--- src/core/crt_pkg.sv ---
// Purpose: shared constants for the raster timing generator
// Assumes: 40 MHz ref_clk used as the pixel clock
// Notes: register offsets are word indices on the plain register port
package crt_pkg;
	localparam int unsigned crt_addr_w = 5;
	localparam logic [4:0] crt_off_h_total = 5'h00;
	localparam logic [4:0] crt_off_h_disp_end = 5'h01;
	localparam logic [4:0] crt_off_h_blank_start = 5'h02;
	localparam logic [4:0] crt_off_h_blank_end = 5'h03;
	localparam logic [4:0] crt_off_h_sync_start = 5'h04;
	localparam logic [4:0] crt_off_h_sync_end = 5'h05;
	localparam logic [4:0] crt_off_v_total = 5'h06;
	localparam logic [4:0] crt_off_v_ext = 5'h07;
	localparam logic [4:0] crt_off_v_sync_start = 5'h10;
	localparam logic [4:0] crt_off_v_sync_end = 5'h11;
	localparam logic [4:0] crt_off_v_disp_end = 5'h12;
	localparam logic [4:0] crt_off_v_blank_start = 5'h15;
	localparam logic [4:0] crt_off_v_blank_end = 5'h16;
	localparam logic [4:0] crt_off_misc_output = 5'h18;
	localparam logic [4:0] crt_off_power_mgmt = 5'h19;
	localparam logic [4:0] crt_off_status = 5'h1a;
	localparam logic [4:0] crt_off_h_count = 5'h1b;
	localparam logic [4:0] crt_off_v_count_lo = 5'h1c;
	localparam logic [4:0] crt_off_v_count_hi = 5'h1d;
	// counter widths and compare widths of the short end comparisons
	localparam int unsigned crt_h_w = 8;
	localparam int unsigned crt_v_w = 10;
	localparam int unsigned crt_h_sync_end_w = 5;
	localparam int unsigned crt_h_blank_end_w = 6;
	localparam int unsigned crt_v_sync_end_w = 4;
	localparam int unsigned crt_v_blank_end_w = 8;
	localparam int unsigned crt_pix_per_char = 8;
	// vertical extension register field positions
	localparam int unsigned crt_ext_total_pos = 0;
	localparam int unsigned crt_ext_disp_pos = 2;
	localparam int unsigned crt_ext_sync_pos = 4;
	localparam int unsigned crt_ext_blank_pos = 6;
	// misc output and power bits
	localparam int unsigned crt_misc_hpol_pos = 6;
	localparam int unsigned crt_misc_vpol_pos = 7;
	localparam int unsigned crt_pm_hsync_pos = 1;
	localparam int unsigned crt_pm_vsync_pos = 2;
	localparam int unsigned crt_pm_static_clk_pos = 3;
	localparam int unsigned crt_pm_system_pos = 4;
	localparam logic [7:0] crt_pm_mask = 8'h1e;
	// reset values
	localparam logic [7:0] crt_rst_h_total = 8'h63;
	localparam logic [7:0] crt_rst_h_disp_end = 8'h4f;
	localparam logic [7:0] crt_rst_h_blank_start = 8'h50;
	localparam logic [7:0] crt_rst_h_blank_end = 8'h02;
	localparam logic [7:0] crt_rst_h_sync_start = 8'h52;
	localparam logic [7:0] crt_rst_h_sync_end = 8'h1e;
	localparam logic [7:0] crt_rst_v_total = 8'h0c;
	localparam logic [7:0] crt_rst_v_ext = 8'h7e;
	localparam logic [7:0] crt_rst_v_sync_start = 8'hea;
	localparam logic [7:0] crt_rst_v_sync_end = 8'h0c;
	localparam logic [7:0] crt_rst_v_disp_end = 8'hdf;
	localparam logic [7:0] crt_rst_v_blank_start = 8'he7;
	localparam logic [7:0] crt_rst_v_blank_end = 8'h04;
	localparam logic [7:0] crt_rst_misc = 8'h00;
	localparam logic [7:0] crt_rst_pm = 8'h00;
	// per-axis period coding
	typedef enum logic [2:0] {
		crt_ph_active = 3'b000,
		crt_ph_border_r = 3'b001,
		crt_ph_front = 3'b010,
		crt_ph_sync = 3'b011,
		crt_ph_back = 3'b100,
		crt_ph_border_l = 3'b101
	} crt_phase_t;
endpackage

--- src/core/crt_char_div.sv ---
// Purpose: divides the pixel clock into a one-cycle character tick
// Assumes: ref_clk is the pixel clock
// Notes: held static when stop is high (static clock mode)
module crt_char_div
	import crt_pkg::*;
(
	input wire logic ref_clk,
	input wire logic reset,
	input wire logic stop,
	output logic char_tick
);
	typedef struct packed {
		logic [2:0] pix;
		logic tick;
	} crt_div_t;
	crt_div_t state, next_state;

	// tick on the last pixel of each eight-pixel character
	always_comb begin
		next_state = state;
		next_state.tick = 1'b0;
		if (!stop) begin
			next_state.pix = state.pix + 3'h1;
			next_state.tick = (state.pix == 3'(crt_pix_per_char - 1));
		end
	end

	always_ff @(posedge ref_clk or posedge reset) begin
		if (reset) begin
			state <= '0;
		end else begin
			state <= next_state;
		end
	end
	assign char_tick = state.tick;
endmodule

--- src/core/crt_axis.sv ---
// Purpose: one raster axis: counter, event compares and period state
// Assumes: advance is a one-cycle step from the same clock
// Notes: end compares use only low counter bits, so periods wrap
module crt_axis
	import crt_pkg::*;
#(
	parameter int unsigned W = 8,
	parameter int unsigned SEW = 5,
	parameter int unsigned BEW = 6
) (
	input wire logic ref_clk,
	input wire logic reset,
	input wire logic advance,
	input wire logic [W-1:0] total,
	input wire logic [W-1:0] disp_end,
	input wire logic [W-1:0] blank_start,
	input wire logic [W-1:0] sync_start,
	input wire logic [SEW-1:0] sync_end,
	input wire logic [BEW-1:0] blank_end,
	output logic [W-1:0] count,
	output logic wrap,
	output logic disp,
	output logic blank,
	output logic sync
);
	typedef struct packed {
		logic [W-1:0] cnt;
		logic disp;
		logic blank;
		logic sync;
		crt_phase_t ph;
	} crt_ax_t;
	crt_ax_t state, next_state;
	logic [W-1:0] n;

	// counter steps, compares look at the new count value
	always_comb begin
		next_state = state;
		n = state.cnt;
		if (advance) begin
			if (state.cnt == total) begin
				n = '0;
			end else begin
				n = W'(state.cnt + 1'b1);
			end
			next_state.cnt = n;
			if (n == '0) begin
				next_state.disp = 1'b1;
				next_state.ph = crt_ph_active;
			end
			if (n == disp_end) begin
				next_state.disp = 1'b0;
				next_state.ph = crt_ph_border_r;
			end
			if (n == blank_start) begin
				next_state.blank = 1'b1;
				next_state.ph = crt_ph_front;
			end
			if (n == sync_start) begin
				next_state.sync = 1'b1;
				next_state.ph = crt_ph_sync;
			end
			if (state.sync && n[SEW-1:0] == sync_end) begin
				next_state.sync = 1'b0;
				next_state.ph = crt_ph_back;
			end
			if (state.blank && n[BEW-1:0] == blank_end) begin
				next_state.blank = 1'b0;
				next_state.ph = next_state.disp ? crt_ph_active
					: crt_ph_border_l;
			end
		end
	end

	always_ff @(posedge ref_clk or posedge reset) begin
		if (reset) begin
			state <= '{cnt: '0, disp: 1'b1, blank: 1'b0, sync: 1'b0,
				ph: crt_ph_active};
		end else begin
			state <= next_state;
		end
	end
	assign count = state.cnt;
	assign wrap = advance && (state.cnt == total);
	assign disp = state.disp;
	assign blank = state.blank;
	assign sync = state.sync;
endmodule

--- src/core/crt_raster_timing.sv ---
// Purpose: raster timing generator for a crt display controller
// Assumes: plain register port, read data one cycle after the strobe
// Notes: refresh request keeps running in every power state
//
// How it works
// - the horizontal counter steps once per eight-pixel character.
// - the vertical counter steps once at the end of each scanline.
// - both counters run from zero to their total and wrap to zero.
// - horizontal count zero is the leftmost active pixel.
// - vertical count zero is the top displayed scanline.
// - six event compares per axis start the following periods.
// - a total match restarts active video on line or frame.
// - a blank end match ends blanking into border or active video.
// - sync end and blank end compare only low counter bits.
// - wide event values join an 8-bit register and extension bits.
// - each sync output takes the polarity from the misc output setting.
// - four power bits: system, static clock, static vsync, static hsync.
// - no power bit stops the display memory refresh request.
//
// Chosen here: the address-and-strobe port and the address map.
module crt_raster_timing
	import crt_pkg::*;
(
	input wire logic ref_clk,
	input wire logic reset,
	input wire logic [4:0] reg_addr,
	input wire logic [7:0] reg_wdata,
	input wire logic reg_write,
	input wire logic reg_read,
	output logic [7:0] reg_rdata,
	input wire logic [7:0] pixel_in,
	output logic [7:0] pixel_out,
	output logic hsync,
	output logic vsync,
	output logic blank_out,
	output logic dac_power_down,
	output logic refresh_req
);
	typedef struct packed {
		logic [7:0] h_total;
		logic [7:0] h_disp_end;
		logic [7:0] h_blank_start;
		logic [7:0] h_blank_end;
		logic [7:0] h_sync_start;
		logic [7:0] h_sync_end;
		logic [7:0] v_total;
		logic [7:0] v_ext;
		logic [7:0] v_sync_start;
		logic [7:0] v_sync_end;
		logic [7:0] v_disp_end;
		logic [7:0] v_blank_start;
		logic [7:0] v_blank_end;
		logic [7:0] misc;
		logic [7:0] pm;
		logic [7:0] rdata;
		logic [7:0] pix;
		logic hs;
		logic vs;
		logic blk;
		logic dac_pd;
		logic refresh;
		logic [10:0] rf_cnt;
	} crt_top_t;
	crt_top_t state, next_state;

	logic char_tick;
	logic line_tick;
	logic [7:0] h_count;
	logic [9:0] v_count;
	logic h_disp, h_blank, h_sync;
	logic v_disp, v_blank, v_sync;
	logic [9:0] v_total_full, v_disp_full, v_bstart_full, v_sstart_full;

	// joins an 8-bit primary value with two extension bits
	function automatic logic [9:0] crt_join(input logic [7:0] lo,
		input logic [7:0] ext, input int unsigned pos);
		crt_join = {ext[pos+1], ext[pos], lo};
	endfunction

	assign v_total_full = crt_join(state.v_total, state.v_ext,
		crt_ext_total_pos);
	assign v_disp_full = crt_join(state.v_disp_end, state.v_ext,
		crt_ext_disp_pos);
	assign v_sstart_full = crt_join(state.v_sync_start, state.v_ext,
		crt_ext_sync_pos);
	assign v_bstart_full = crt_join(state.v_blank_start, state.v_ext,
		crt_ext_blank_pos);

	// static clock mode freezes the character clock, not the refresh
	crt_char_div u_div (
		.ref_clk(ref_clk),
		.reset(reset),
		.stop(state.pm[crt_pm_static_clk_pos]),
		.char_tick(char_tick)
	);

	crt_axis #(
		.W(crt_h_w),
		.SEW(crt_h_sync_end_w),
		.BEW(crt_h_blank_end_w)
	) u_h (
		.ref_clk(ref_clk),
		.reset(reset),
		.advance(char_tick),
		.total(state.h_total),
		.disp_end(state.h_disp_end),
		.blank_start(state.h_blank_start),
		.sync_start(state.h_sync_start),
		.sync_end(state.h_sync_end[crt_h_sync_end_w-1:0]),
		.blank_end(state.h_blank_end[crt_h_blank_end_w-1:0]),
		.count(h_count),
		.wrap(line_tick),
		.disp(h_disp),
		.blank(h_blank),
		.sync(h_sync)
	);

	crt_axis #(
		.W(crt_v_w),
		.SEW(crt_v_sync_end_w),
		.BEW(crt_v_blank_end_w)
	) u_v (
		.ref_clk(ref_clk),
		.reset(reset),
		.advance(line_tick),
		.total(v_total_full),
		.disp_end(v_disp_full),
		.blank_start(v_bstart_full),
		.sync_start(v_sstart_full),
		.sync_end(state.v_sync_end[crt_v_sync_end_w-1:0]),
		.blank_end(state.v_blank_end),
		.count(v_count),
		.wrap(),
		.disp(v_disp),
		.blank(v_blank),
		.sync(v_sync)
	);

	// register port, video outputs and refresh request
	always_comb begin
		next_state = state;
		next_state.rdata = 8'h00;
		if (reg_write) begin
			case (reg_addr)
				crt_off_h_total: next_state.h_total = reg_wdata;
				crt_off_h_disp_end: next_state.h_disp_end = reg_wdata;
				crt_off_h_blank_start: next_state.h_blank_start = reg_wdata;
				crt_off_h_blank_end: next_state.h_blank_end = reg_wdata;
				crt_off_h_sync_start: next_state.h_sync_start = reg_wdata;
				crt_off_h_sync_end: next_state.h_sync_end = reg_wdata;
				crt_off_v_total: next_state.v_total = reg_wdata;
				crt_off_v_ext: next_state.v_ext = reg_wdata;
				crt_off_v_sync_start: next_state.v_sync_start = reg_wdata;
				crt_off_v_sync_end: next_state.v_sync_end = reg_wdata;
				crt_off_v_disp_end: next_state.v_disp_end = reg_wdata;
				crt_off_v_blank_start: next_state.v_blank_start = reg_wdata;
				crt_off_v_blank_end: next_state.v_blank_end = reg_wdata;
				crt_off_misc_output: next_state.misc = reg_wdata;
				crt_off_power_mgmt: next_state.pm = reg_wdata & crt_pm_mask;
				default: begin
				end
			endcase
		end
		if (reg_read) begin
			case (reg_addr)
				crt_off_h_total: next_state.rdata = state.h_total;
				crt_off_h_disp_end: next_state.rdata = state.h_disp_end;
				crt_off_h_blank_start: next_state.rdata = state.h_blank_start;
				crt_off_h_blank_end: next_state.rdata = state.h_blank_end;
				crt_off_h_sync_start: next_state.rdata = state.h_sync_start;
				crt_off_h_sync_end: next_state.rdata = state.h_sync_end;
				crt_off_v_total: next_state.rdata = state.v_total;
				crt_off_v_ext: next_state.rdata = state.v_ext;
				crt_off_v_sync_start: next_state.rdata = state.v_sync_start;
				crt_off_v_sync_end: next_state.rdata = state.v_sync_end;
				crt_off_v_disp_end: next_state.rdata = state.v_disp_end;
				crt_off_v_blank_start: next_state.rdata = state.v_blank_start;
				crt_off_v_blank_end: next_state.rdata = state.v_blank_end;
				crt_off_misc_output: next_state.rdata = state.misc;
				crt_off_power_mgmt: next_state.rdata = state.pm;
				crt_off_status: next_state.rdata = {3'h0, v_sync, h_sync,
					v_blank | h_blank, v_disp, h_disp};
				crt_off_h_count: next_state.rdata = h_count;
				crt_off_v_count_lo: next_state.rdata = v_count[7:0];
				crt_off_v_count_hi: next_state.rdata = {6'h00, v_count[9:8]};
				default: next_state.rdata = 8'h00;
			endcase
		end
		// polarity bit high gives an active-low pulse; static holds idle
		next_state.hs = (h_sync & ~state.pm[crt_pm_hsync_pos])
			^ state.misc[crt_misc_hpol_pos];
		next_state.vs = (v_sync & ~state.pm[crt_pm_vsync_pos])
			^ state.misc[crt_misc_vpol_pos];
		next_state.blk = h_blank | v_blank;
		next_state.dac_pd = state.pm[crt_pm_hsync_pos]
			| state.pm[crt_pm_vsync_pos];
		// data only in the display area, never in border; blank does not gate it
		next_state.pix = (h_disp && v_disp) ? pixel_in : 8'h00;
		// refresh runs off its own line-length divider, so static clock
		// mode cannot starve it; phase is not locked to the scanline
		if (state.rf_cnt >= {state.h_total, 3'(crt_pix_per_char - 1)}) begin
			next_state.rf_cnt = 11'h000;
			next_state.refresh = 1'b1;
		end else begin
			next_state.rf_cnt = state.rf_cnt + 11'h001;
			next_state.refresh = 1'b0;
		end
	end

	always_ff @(posedge ref_clk or posedge reset) begin
		if (reset) begin
			state <= '{h_total: crt_rst_h_total,
				h_disp_end: crt_rst_h_disp_end,
				h_blank_start: crt_rst_h_blank_start,
				h_blank_end: crt_rst_h_blank_end,
				h_sync_start: crt_rst_h_sync_start,
				h_sync_end: crt_rst_h_sync_end,
				v_total: crt_rst_v_total, v_ext: crt_rst_v_ext,
				v_sync_start: crt_rst_v_sync_start,
				v_sync_end: crt_rst_v_sync_end,
				v_disp_end: crt_rst_v_disp_end,
				v_blank_start: crt_rst_v_blank_start,
				v_blank_end: crt_rst_v_blank_end,
				misc: crt_rst_misc, pm: crt_rst_pm,
				rdata: 8'h00, pix: 8'h00, hs: 1'b0, vs: 1'b0,
				blk: 1'b0, dac_pd: 1'b0, refresh: 1'b0,
				rf_cnt: 11'h000};
		end else begin
			state <= next_state;
		end
	end

	assign reg_rdata = state.rdata;
	assign pixel_out = state.pix;
	assign hsync = state.hs;
	assign vsync = state.vs;
	assign blank_out = state.blk;
	assign dac_power_down = state.dac_pd;
	assign refresh_req = state.refresh;
endmodule

--- config.mk ---
export PLATFORM = sky130hd
export DESIGN_NAME = crt_raster_timing
export DESIGN_NICKNAME = d
export VERILOG_FILES = /design/src/core/crt_pkg.sv /design/src/core/crt_char_div.sv /design/src/core/crt_axis.sv /design/src/core/crt_raster_timing.sv
export SDC_FILE = /design/constraint.sdc
export NUM_CORES = 1
export LEC_CHECK = 0
export ABC_AREA = 0
export BUFFER_PORTS_ARGS = -buffer_cell sky130_fd_sc_hd__buf_2
export CORE_ASPECT_RATIO = 1.2
export CORE_MARGIN = 4
export CORE_UTILIZATION = 62
export CTS_CLUSTER_SIZE = 40
export DETAILED_ROUTE_END_ITERATION = 10
export GPL_TIMING_DRIVEN = 0
export PLACE_DENSITY = 0.8
export SLEW_MARGIN = 20
export SYNTH_ARGS = -nofsm -noshare
export SYNTH_HDL_FRONTEND = slang
export SYNTH_SLANG_ARGS = --single-unit
--- constraint.sdc ---
create_clock -name ref_clk -period 8.05 [get_ports ref_clk]
set_clock_uncertainty 0.1 [all_clocks]
set_input_delay 1.61 -clock ref_clk [delete_from_list [all_inputs] [get_ports ref_clk]]
set_output_delay 1.61 -clock ref_clk [all_outputs]
set_load 0.01 [all_outputs]
; ---- Word level (Yosys, flattened, before mapping)
; Index checks and enable logic that the tools add are counted.
[classes]
reduce_logical = 34
bitwise_logic = 8
n_lt_le_gt_ge = 1
eq_ne = 33
add_sub_neg = 4
n_mux = 29
[ops]
columns = op, n
row1 = $pmux 8 s19, 1
row2 = $eq 5x5->1 const B, 11
row3 = $reduce_and 2->1, 21
row4 = $eq 10x10->1, 4
row5 = $eq 8x8->1, 5
row6 = $mux 8, 4
row7 = $eq 5x3->1 const B, 4
row8 = $mux 10, 2
row9 = $mux 3, 6
row10 = $mux 4, 4
row11 = $mux 12, 1
row12 = $add 11x1->11 const B, 1
row13 = $ge 11x11->1, 1
row14 = $mux 1, 11
row15 = $add 10x1->10 const B, 1
row16 = $eq 5x2->1 const B, 2
row17 = $logic_not 10->1, 1
row18 = $add 8x1->8 const B, 1
row19 = $logic_not 8->1, 1
row20 = $reduce_bool 2->1, 4
row21 = $eq 6x6->1, 1
row22 = $logic_and 1x1->1, 6
row23 = $ne 3x1->1 const B, 2
row24 = $eq 5x1->1 const B, 1
row25 = other kinds (9), 13
[totals]
in_bits = 25
elab_cells = 142
ff_bits = 176

; ---- Longest topological paths before layout
; Gate-level depths: netlist of the first run.
[logic_depth]
ltp_word = 9
mapped_depth = 10
depth_no_buf = 8

; ---- Modules after synthesis
; Synthesis of the first run repeated with hierarchy kept, for this count alone.
[unflattened]
hier_cells = 955
hier_area_um2 = 10485.1
[by_module_without_submodules]
columns = mod, seq_area_each_um2, instances, cells_each, area_per_inst_um2
row1 = crt_raster_timing, 3763.6, 1, 566, 7170.6
row2 = crt_axis at u_v, 326.6, 1, 223, 1781.7
row3 = crt_axis at u_h, 276.5, 1, 155, 1363.8
row4 = crt_char_div, 100.1, 1, 11, 168.9

; ---- Least setup slack after synthesis of the first run
; Ideal clock, no wire load.
[synth_path]
path_kind = input -> register
start = in reg_addr[1]
end = reg state[48] (netlist bit)
required_ns = 7.825
arrival_ns = 3.257
path_slack_ns = 4.568
setup_time_ns = 0.125
stages = 5
cell_sequence = clkbuf_1 nand2_1 nor3_1 nand2_1 mux2_2
[synth_between]
elab_chain_len = 2
[synth_lines]
columns = item, line
row1 = from (decl), crt_raster_timing.sv:26  ; input wire logic [4:0] reg_addr,
row2 = $eq 5x5->1, crt_raster_timing.sv:144  ; case (reg_addr)
row3 = $reduce_and 2->1 (no source line), n/a
row4 = to (signal assigned), crt_raster_timing.sv:212  ; state <= '{h_total: crt_rst_h_total,
row5 = to (signal assigned), crt_raster_timing.sv:229  ; state <= next_state;
row6 = to (decl), crt_raster_timing.sv:64  ; crt_top_t state, next_state;
; No other way between the ends.
; A chain may end at the register's enable or synchronous reset.

; ---- Worst setup path after layout of the first run
[layout_path]
start = in reg_addr[3]
end = reg state[82] (netlist bit)
; Same word-level chain as after synthesis.

==> impl_metrics.yaml, run 1 <==
run_status:
  status: "completed"
placed_design:
  dpl-instance-area_um2: 10400
  place_hpwl_mm: 21.0
  place_inst: 1134
  place.gp.congestion: 0.967
  io_buffers: 42
timing:
  fmax_mhz: 252
  setup-tns-final_ps: 0
  period_needed_ps: 3970
  hold_violations: 0
  finalCritPeriodShare_pct: 49.3
  slew-limit-headroom_pct: 36.5
  setup_viol: 0
  finalMaxSlewViolations: 0
  rsz0062_at_grt: "no"
  worst_slew_pin_slew_ps: 949
worst_setup_path:
  end_kind: "flip-flop"
  crit_required_ps: 8270
  cp.arrival_ps: 4190
  startpoint_type: "input port"
  crit_type: "in -> reg"
  critPathMaxFanout: 10
final_layout:
  final_cell_area_um2: 11000
  antennaDiodeCount: 0
  layout-drive-gt1-share_pct: 31.2
  area_delta_synth_final_pct: 11.6
  finalNonFillerCells: 1166
  final_nets: 983
  fill_cells: 1196
  utilization_pct: 70.4
cts:
  path_clk_slew_ps: 70
  clock_latency_ps: 440
  cts_buffers: 17
  cts-root-buf: "clkbuf_16"
  cts-resized-gates: 0
  numClockSinks: 176
  h-tree-depth: 4
  cts_tree: "built"
  cts_hold_repair.buffers: 0
  post-cts-setup-buffers: 0
  clockBufferDepth: 2
logic_synthesis:
  ys_top_cells_by_area: "dfrtp_1 (32%), mux2_2 (15%), dfstp_2 (13%)"
  ys_seq_area_share_pct: 45.3
  synth_cell_types: 68
  synth_top_area_share_pct: 31.9
  avgSynthCellArea_um2: 11.2
  yosysWarnings: 0
  ys.flop_type: "dfrtp_1"
  postSynthCellCount: 883
  synth_edf_count: 0
  async_flop_share_pct: 100
  ys_seq_elements: 176
  synthesis.nets: 921
  netlist_area_um2: 9870
  synth_top_cell_by_area: "dfrtp_1"
die:
  pin_count: 46
  start_util_pct: 63.1
  rows: 50
  die_area_um2: 18000
  die_w_um: 123
  die_y_um: 146
  core_area_um2: 15600
detailed_routing:
  drtIter0Drc: 911
  drc: 0
  finalWirelength_mm: 28.7
  vias: 7848
  dr.pass1.iters: 9
  vias_per_cell: 6.73
  avgRoutedWirePerCell_um: 24.6
  antenna_left: 0
power:
  finalPower_mw: 3.11
  irDropWorstVdd_mv: 0.222
  power_density_nw_per_um2: 282
  leakagePower_nw: 4.79
hold_path:
  worstHoldPathType: "reg -> reg"
grt:
  grt_antenna_before_repair: 0
  grt_max_degree: 93
  grt_overflow_total: 0
  grt_pass1_vias: 7819
  grt_usage_pct: 33.0
  grt_pass1_wl_mm: 44.7
flow_run:
  drv_cap: 0
[cell families after synthesis]
group                      count (synthesis)  synth area share (%)
and+or+nand+nor                          203                  11.6
AOI/OAI and AO/OA                        177                  13.2
DFF                                      176                  45.3
muxes                                    134                  15.2
xor gates and xnor gates                  99                  9.08
buffers and inverters                     81                  3.98
adders and majority gates                 13                  1.65
[sequential cells by signal, summed over array words and instances (netlist names), 3 cells and up]
register,cells
pixel_out,8
u_div.state,3
state,127
reg_rdata,8
u_h.count,8
u_v.count,10
[worst paths after layout]
path / startpoint / endpoint / slack, ps / cells after the start
max: reg_addr[3] / state[82]$_DFFE_PP0P_ / 4080 / 7
min: u_div.state[1]$_DFFE_PP0N_ / u_div.state[1]$_DFFE_PP0N_ / 380 / 1
max reg2reg: u_v.count[0]$_DFFE_PP0P_ / u_v.blank$_DFFE_PP0P_ / 5060 / 8
min reg2reg: u_div.state[1]$_DFFE_PP0N_ / u_div.state[1]$_DFFE_PP0N_ / 380 / 1
max in group asynchronous: reset / state[108]$_DFFE_PP1P_ / 5820 / 3
min in group asynchronous: reset / pixel_out[7]$_DFF_PP0_ / 1150 / 2
[stage by stage]
step | setup WS [ps] | hold WS [ps]
after detailed placement | 3530 | 352
after global placement | -225 | 343
after floorplan | 1650 | 325
after CTS | 3960 | 360
final | 4080 | 381
after global routing | 4080 | 380
[routing by layer]
| metal | vias to the layer above | part of all wire, % | global-route usage [%] |
|---|---|---|---|
| met2 | 448 | 48 | 52.4 |
| met5 | - | 0 | 0 |
| met1 | 3889 | 37 | 41.7 |
| met3 | 125 | 9.5 | 7.90 |
| li1 | 3386 | - | - |
| met4 | 0 | 5.8 | 17.0 |
[area by class of cell]
cell class / count / area [µm²] / area share, %
clock buffer: 21 / 460 / 4.18
timing repair buffer: 43 / 238 / 2.16
sequential: 176 / 4470 / 40.5
multi-input combinational: 626 / 5040 / 45.7
clock inverter: 11 / 154 / 1.40
inverter: 22 / 90.1 / 0.818
tap: 208 / 260 / 2.36
buffer: 59 / 310 / 2.82
[cell usage in the layout, fill, tap and decap left out, types with 15 or more instances in the layout]
cell       Yosys  layout
nand3_1       21      21
inv_1         21      20
and3_1        19      19
a221oi_1      22      22
a22o_1        22      22
mux2_2       129     129
xnor2_1       40      40
buf_4         17      17
nor2_1        38      38
dfstp_2       50      50
clkbuf_1      29      31
clkbuf_16      0      17
dfrtp_1      126     126
buf_2          8      50
o21ai_0       18      18
xor2_1        57      57
a22oi_1       24      24
a31oi_1       15      15
a21oi_1       22      22
nand2_1       43      43
[synthesized netlist by cell type (9+ instances only)]
master / n
mux2_2: 129
dfrtp_1: 126
xor2_1: 57
dfstp_2: 50
nand2_1: 43
xnor2_1: 40
nor2_1: 38
clkbuf_1: 29
a22oi_1: 24
a21oi_1: 22
a221oi_1: 22
a22o_1: 22
inv_1: 21
nand3_1: 21
and3_1: 19
o21ai_0: 18
buf_4: 17
nor3_1: 16
a31oi_1: 15
a211oi_1: 14
ha_1: 13
nand2b_1: 10
nand4_1: 9
[power by group]
group          total [mW]  internal, mW  switching, mW
registers            1.35          1.11          0.237
clock network       0.868         0.508          0.359
logic               0.893         0.408          0.484
[critical path: stages]
cell	delay, ps
buf_2	100
clkbuf_1	220
or3_1	390
clkbuf_1	140
nor2_1	730
nand2_1	550
mux2_2	430
Note: power is estimated with default switching activity, not from simulation.
==> inputs of run 2 (changes only) <==
==> constraint.sdc (replaced) <==
create_clock -name ref_clk -period 3.7 [get_ports ref_clk]
set_clock_uncertainty 0.1 [all_clocks]
set_input_delay 0.74 -clock ref_clk [delete_from_list [all_inputs] [get_ports ref_clk]]
set_output_delay 0.74 -clock ref_clk [all_outputs]
set_load 0.01 [all_outputs]
==> impl_metrics.yaml, run 2 (same netlist as run 1, synthesis figures left out) <==
worst_setup_path:
  cp.arrival_ps: 3300
  end_kind: "flip-flop"
  crit_chain: "buf_2, clkbuf_1, or3_1, clkbuf_1, nor2_1, nand2_1, mux2_2"
  crit_required_ps: 3920
  crit_type: "in -> reg"
  cp_slowest_cell: "nor2_1"
  critPathMaxFanout: 10
  cpMostUsedCell: "clkbuf_1"
  max_stage_delay_ps: 760
  startpoint_type: "input port"
detailed_routing:
  vias: 7983
  antenna_left: 0
  dr.pass1.iters: 8
  finalWirelength_mm: 29.2
  drc: 0
  drtIter0Drc: 1004
  vias_per_cell: 6.82
  avgRoutedWirePerCell_um: 24.9
timing:
  finalCritPeriodShare_pct: 83.2
  fmax_mhz: 325
  period_needed_ps: 3080
  setup-tns-final_ps: 0
  fin_ws_ps: 622
  finalMaxSlewViolations: 0
  rsz0062_at_grt: "no"
  setup_viol: 0
  worst_slew_pin_slew_ps: 1110
  slew-limit-headroom_pct: 25.3
  hold_violations: 0
placed_design:
  place_hpwl_mm: 21.1
  dpl-instance-area_um2: 10500
  place.gp.congestion: 0.990
  io_buffers: 42
  dp_slack_ps: 293
final_layout:
  antennaDiodeCount: 0
  final_cell_mix: "mux2_2 (129), dfrtp_1 (126), xor2_1 (57)"
  area_delta_synth_final_pct: 12.9
  utilization_pct: 71.2
  final_nets: 987
  layout-drive-gt1-share_pct: 31.6
  final_common_cell: "mux2_2"
  fill_cells: 1161
  final_cell_area_um2: 11100
  largest_reg_flops: 127
  top_register: "state"
flow_run:
  drv_cap: 0
power:
  irDropWorstVdd_mv: 0.415
  clock_power_share_pct: 29.7
  internal-power_mw: 4.57
  power_density_nw_per_um2: 624
  switching_share_pct: 34.4
  p_comb_share_pct: 28.0
  switchingPower_mw: 2.39
  leakagePower_nw: 4.86
  p_seq_share_pct: 42.3
  finalPower_mw: 6.96
grt:
  grt_max_degree: 35
  grt_pass1_vias: 7899
  grt_antenna_before_repair: 0
  grt_overflow_total: 0
  grt_usage_pct: 33.5
  grt_pass1_wl_mm: 45.5
cts:
  clockBufferDepth: 2
  h-tree-depth: 4
  path_clk_slew_ps: 70
  cts-root-buf: "clkbuf_16"
  numClockSinks: 176
  cts_buffers: 17
  post-cts-setup-buffers: 0
  cts-resized-gates: 0
  cts_tree: "built"
  cts_hold_repair.buffers: 0
  clock_latency_ps: 440
hold_path:
  worstHoldPathType: "in -> async"
die:
  die_y_um: 146
  die_w_um: 123
  start_util_pct: 63.1
  core_area_um2: 15600
  pin_count: 46
  die_area_um2: 18000
  rows: 50
run_status:
  status: "completed"
==> run 2: changes by cell type in the layout (fill, tap and decap cells not counted) <==
cell        before  now
buf_12           0    5
bufinv_16        3    5
clkbuf_1        31   29
buf_16           1    0
clkinvlp_4       2    1
inv_8            1    2
nor3_1          12   13
nor3_2           8    7
==> run 2: critical path, delay by kind of cell <==
family	cells	cell delay, ps
buffers and inverters	3	450
AND/OR/NAND/NOR	3	1690
multiplexers	1	410
==> run 2: path summary, 6_finish.rpt <==
path                                     startpoint                        to  slack (ps)  cells after the start
max                                     reg_addr[3]     state[82]$_DFFE_PP0P_         620                      7
max in group asynchronous                     reset     state[99]$_DFFE_PP1P_        2170                      5
min reg2reg                      state[0]$_DFF_PP0_        state[0]$_DFF_PP0_         360                      1
min in group ref_clk             state[0]$_DFF_PP0_        state[0]$_DFF_PP0_         360                      1
min                                           reset  u_v.count[1]$_DFFE_PP0P_         230                      2
max reg2reg                u_v.count[0]$_DFFE_PP0P_     u_v.blank$_DFFE_PP0P_         700                      8
==> run 2: per-stage QoR <==
| step | instances | hold slack [ps] |
|---|---|---|
| finish | 1170 | 231 |
| global route | 1170 | 257 |
| CTS | 1170 | 235 |
| detailed placement | 1138 | 354 |
| global placement | 1133 | 344 |
| floorplan | 883 | 325 |
==> run 2: metal layers <==
metal | vias up | global-route usage [%] | part of all wire [%]
li1 | 3398 | - | -
met1 | 3950 | 42.7 | 37
met2 | 494 | 53.6 | 48
met3 | 141 | 6.82 | 8.7
met4 | 0 | 17.2 | 6.7
met5 | - | 0 | 0
==> run 2: final cells by class <==
| class | instances | area (µm²) | share of cell area [%] |
|---|---|---|---|
| clock inverter | 13 | 221 | 1.99 |
| multi-input combinational | 626 | 5030 | 45.2 |
| timing repair buffer | 47 | 310 | 2.78 |
| sequential | 176 | 4470 | 40.1 |
| tap | 208 | 260 | 2.34 |
| buffer | 59 | 310 | 2.78 |
| clock buffer | 19 | 453 | 4.07 |
| inverter | 22 | 86.3 | 0.775 |
==> run 2: power by group through the flow <==
stage               clock network [mW]  logic (mW)  registers, mW
floorplan                            0        1.48           2.73
global placement                     0        1.84           2.92
detailed placement                   0        1.90           2.93
CTS                               2.08        1.94           2.91
global route                      2.16        2.15           2.97
finish                            2.06        1.95           2.94
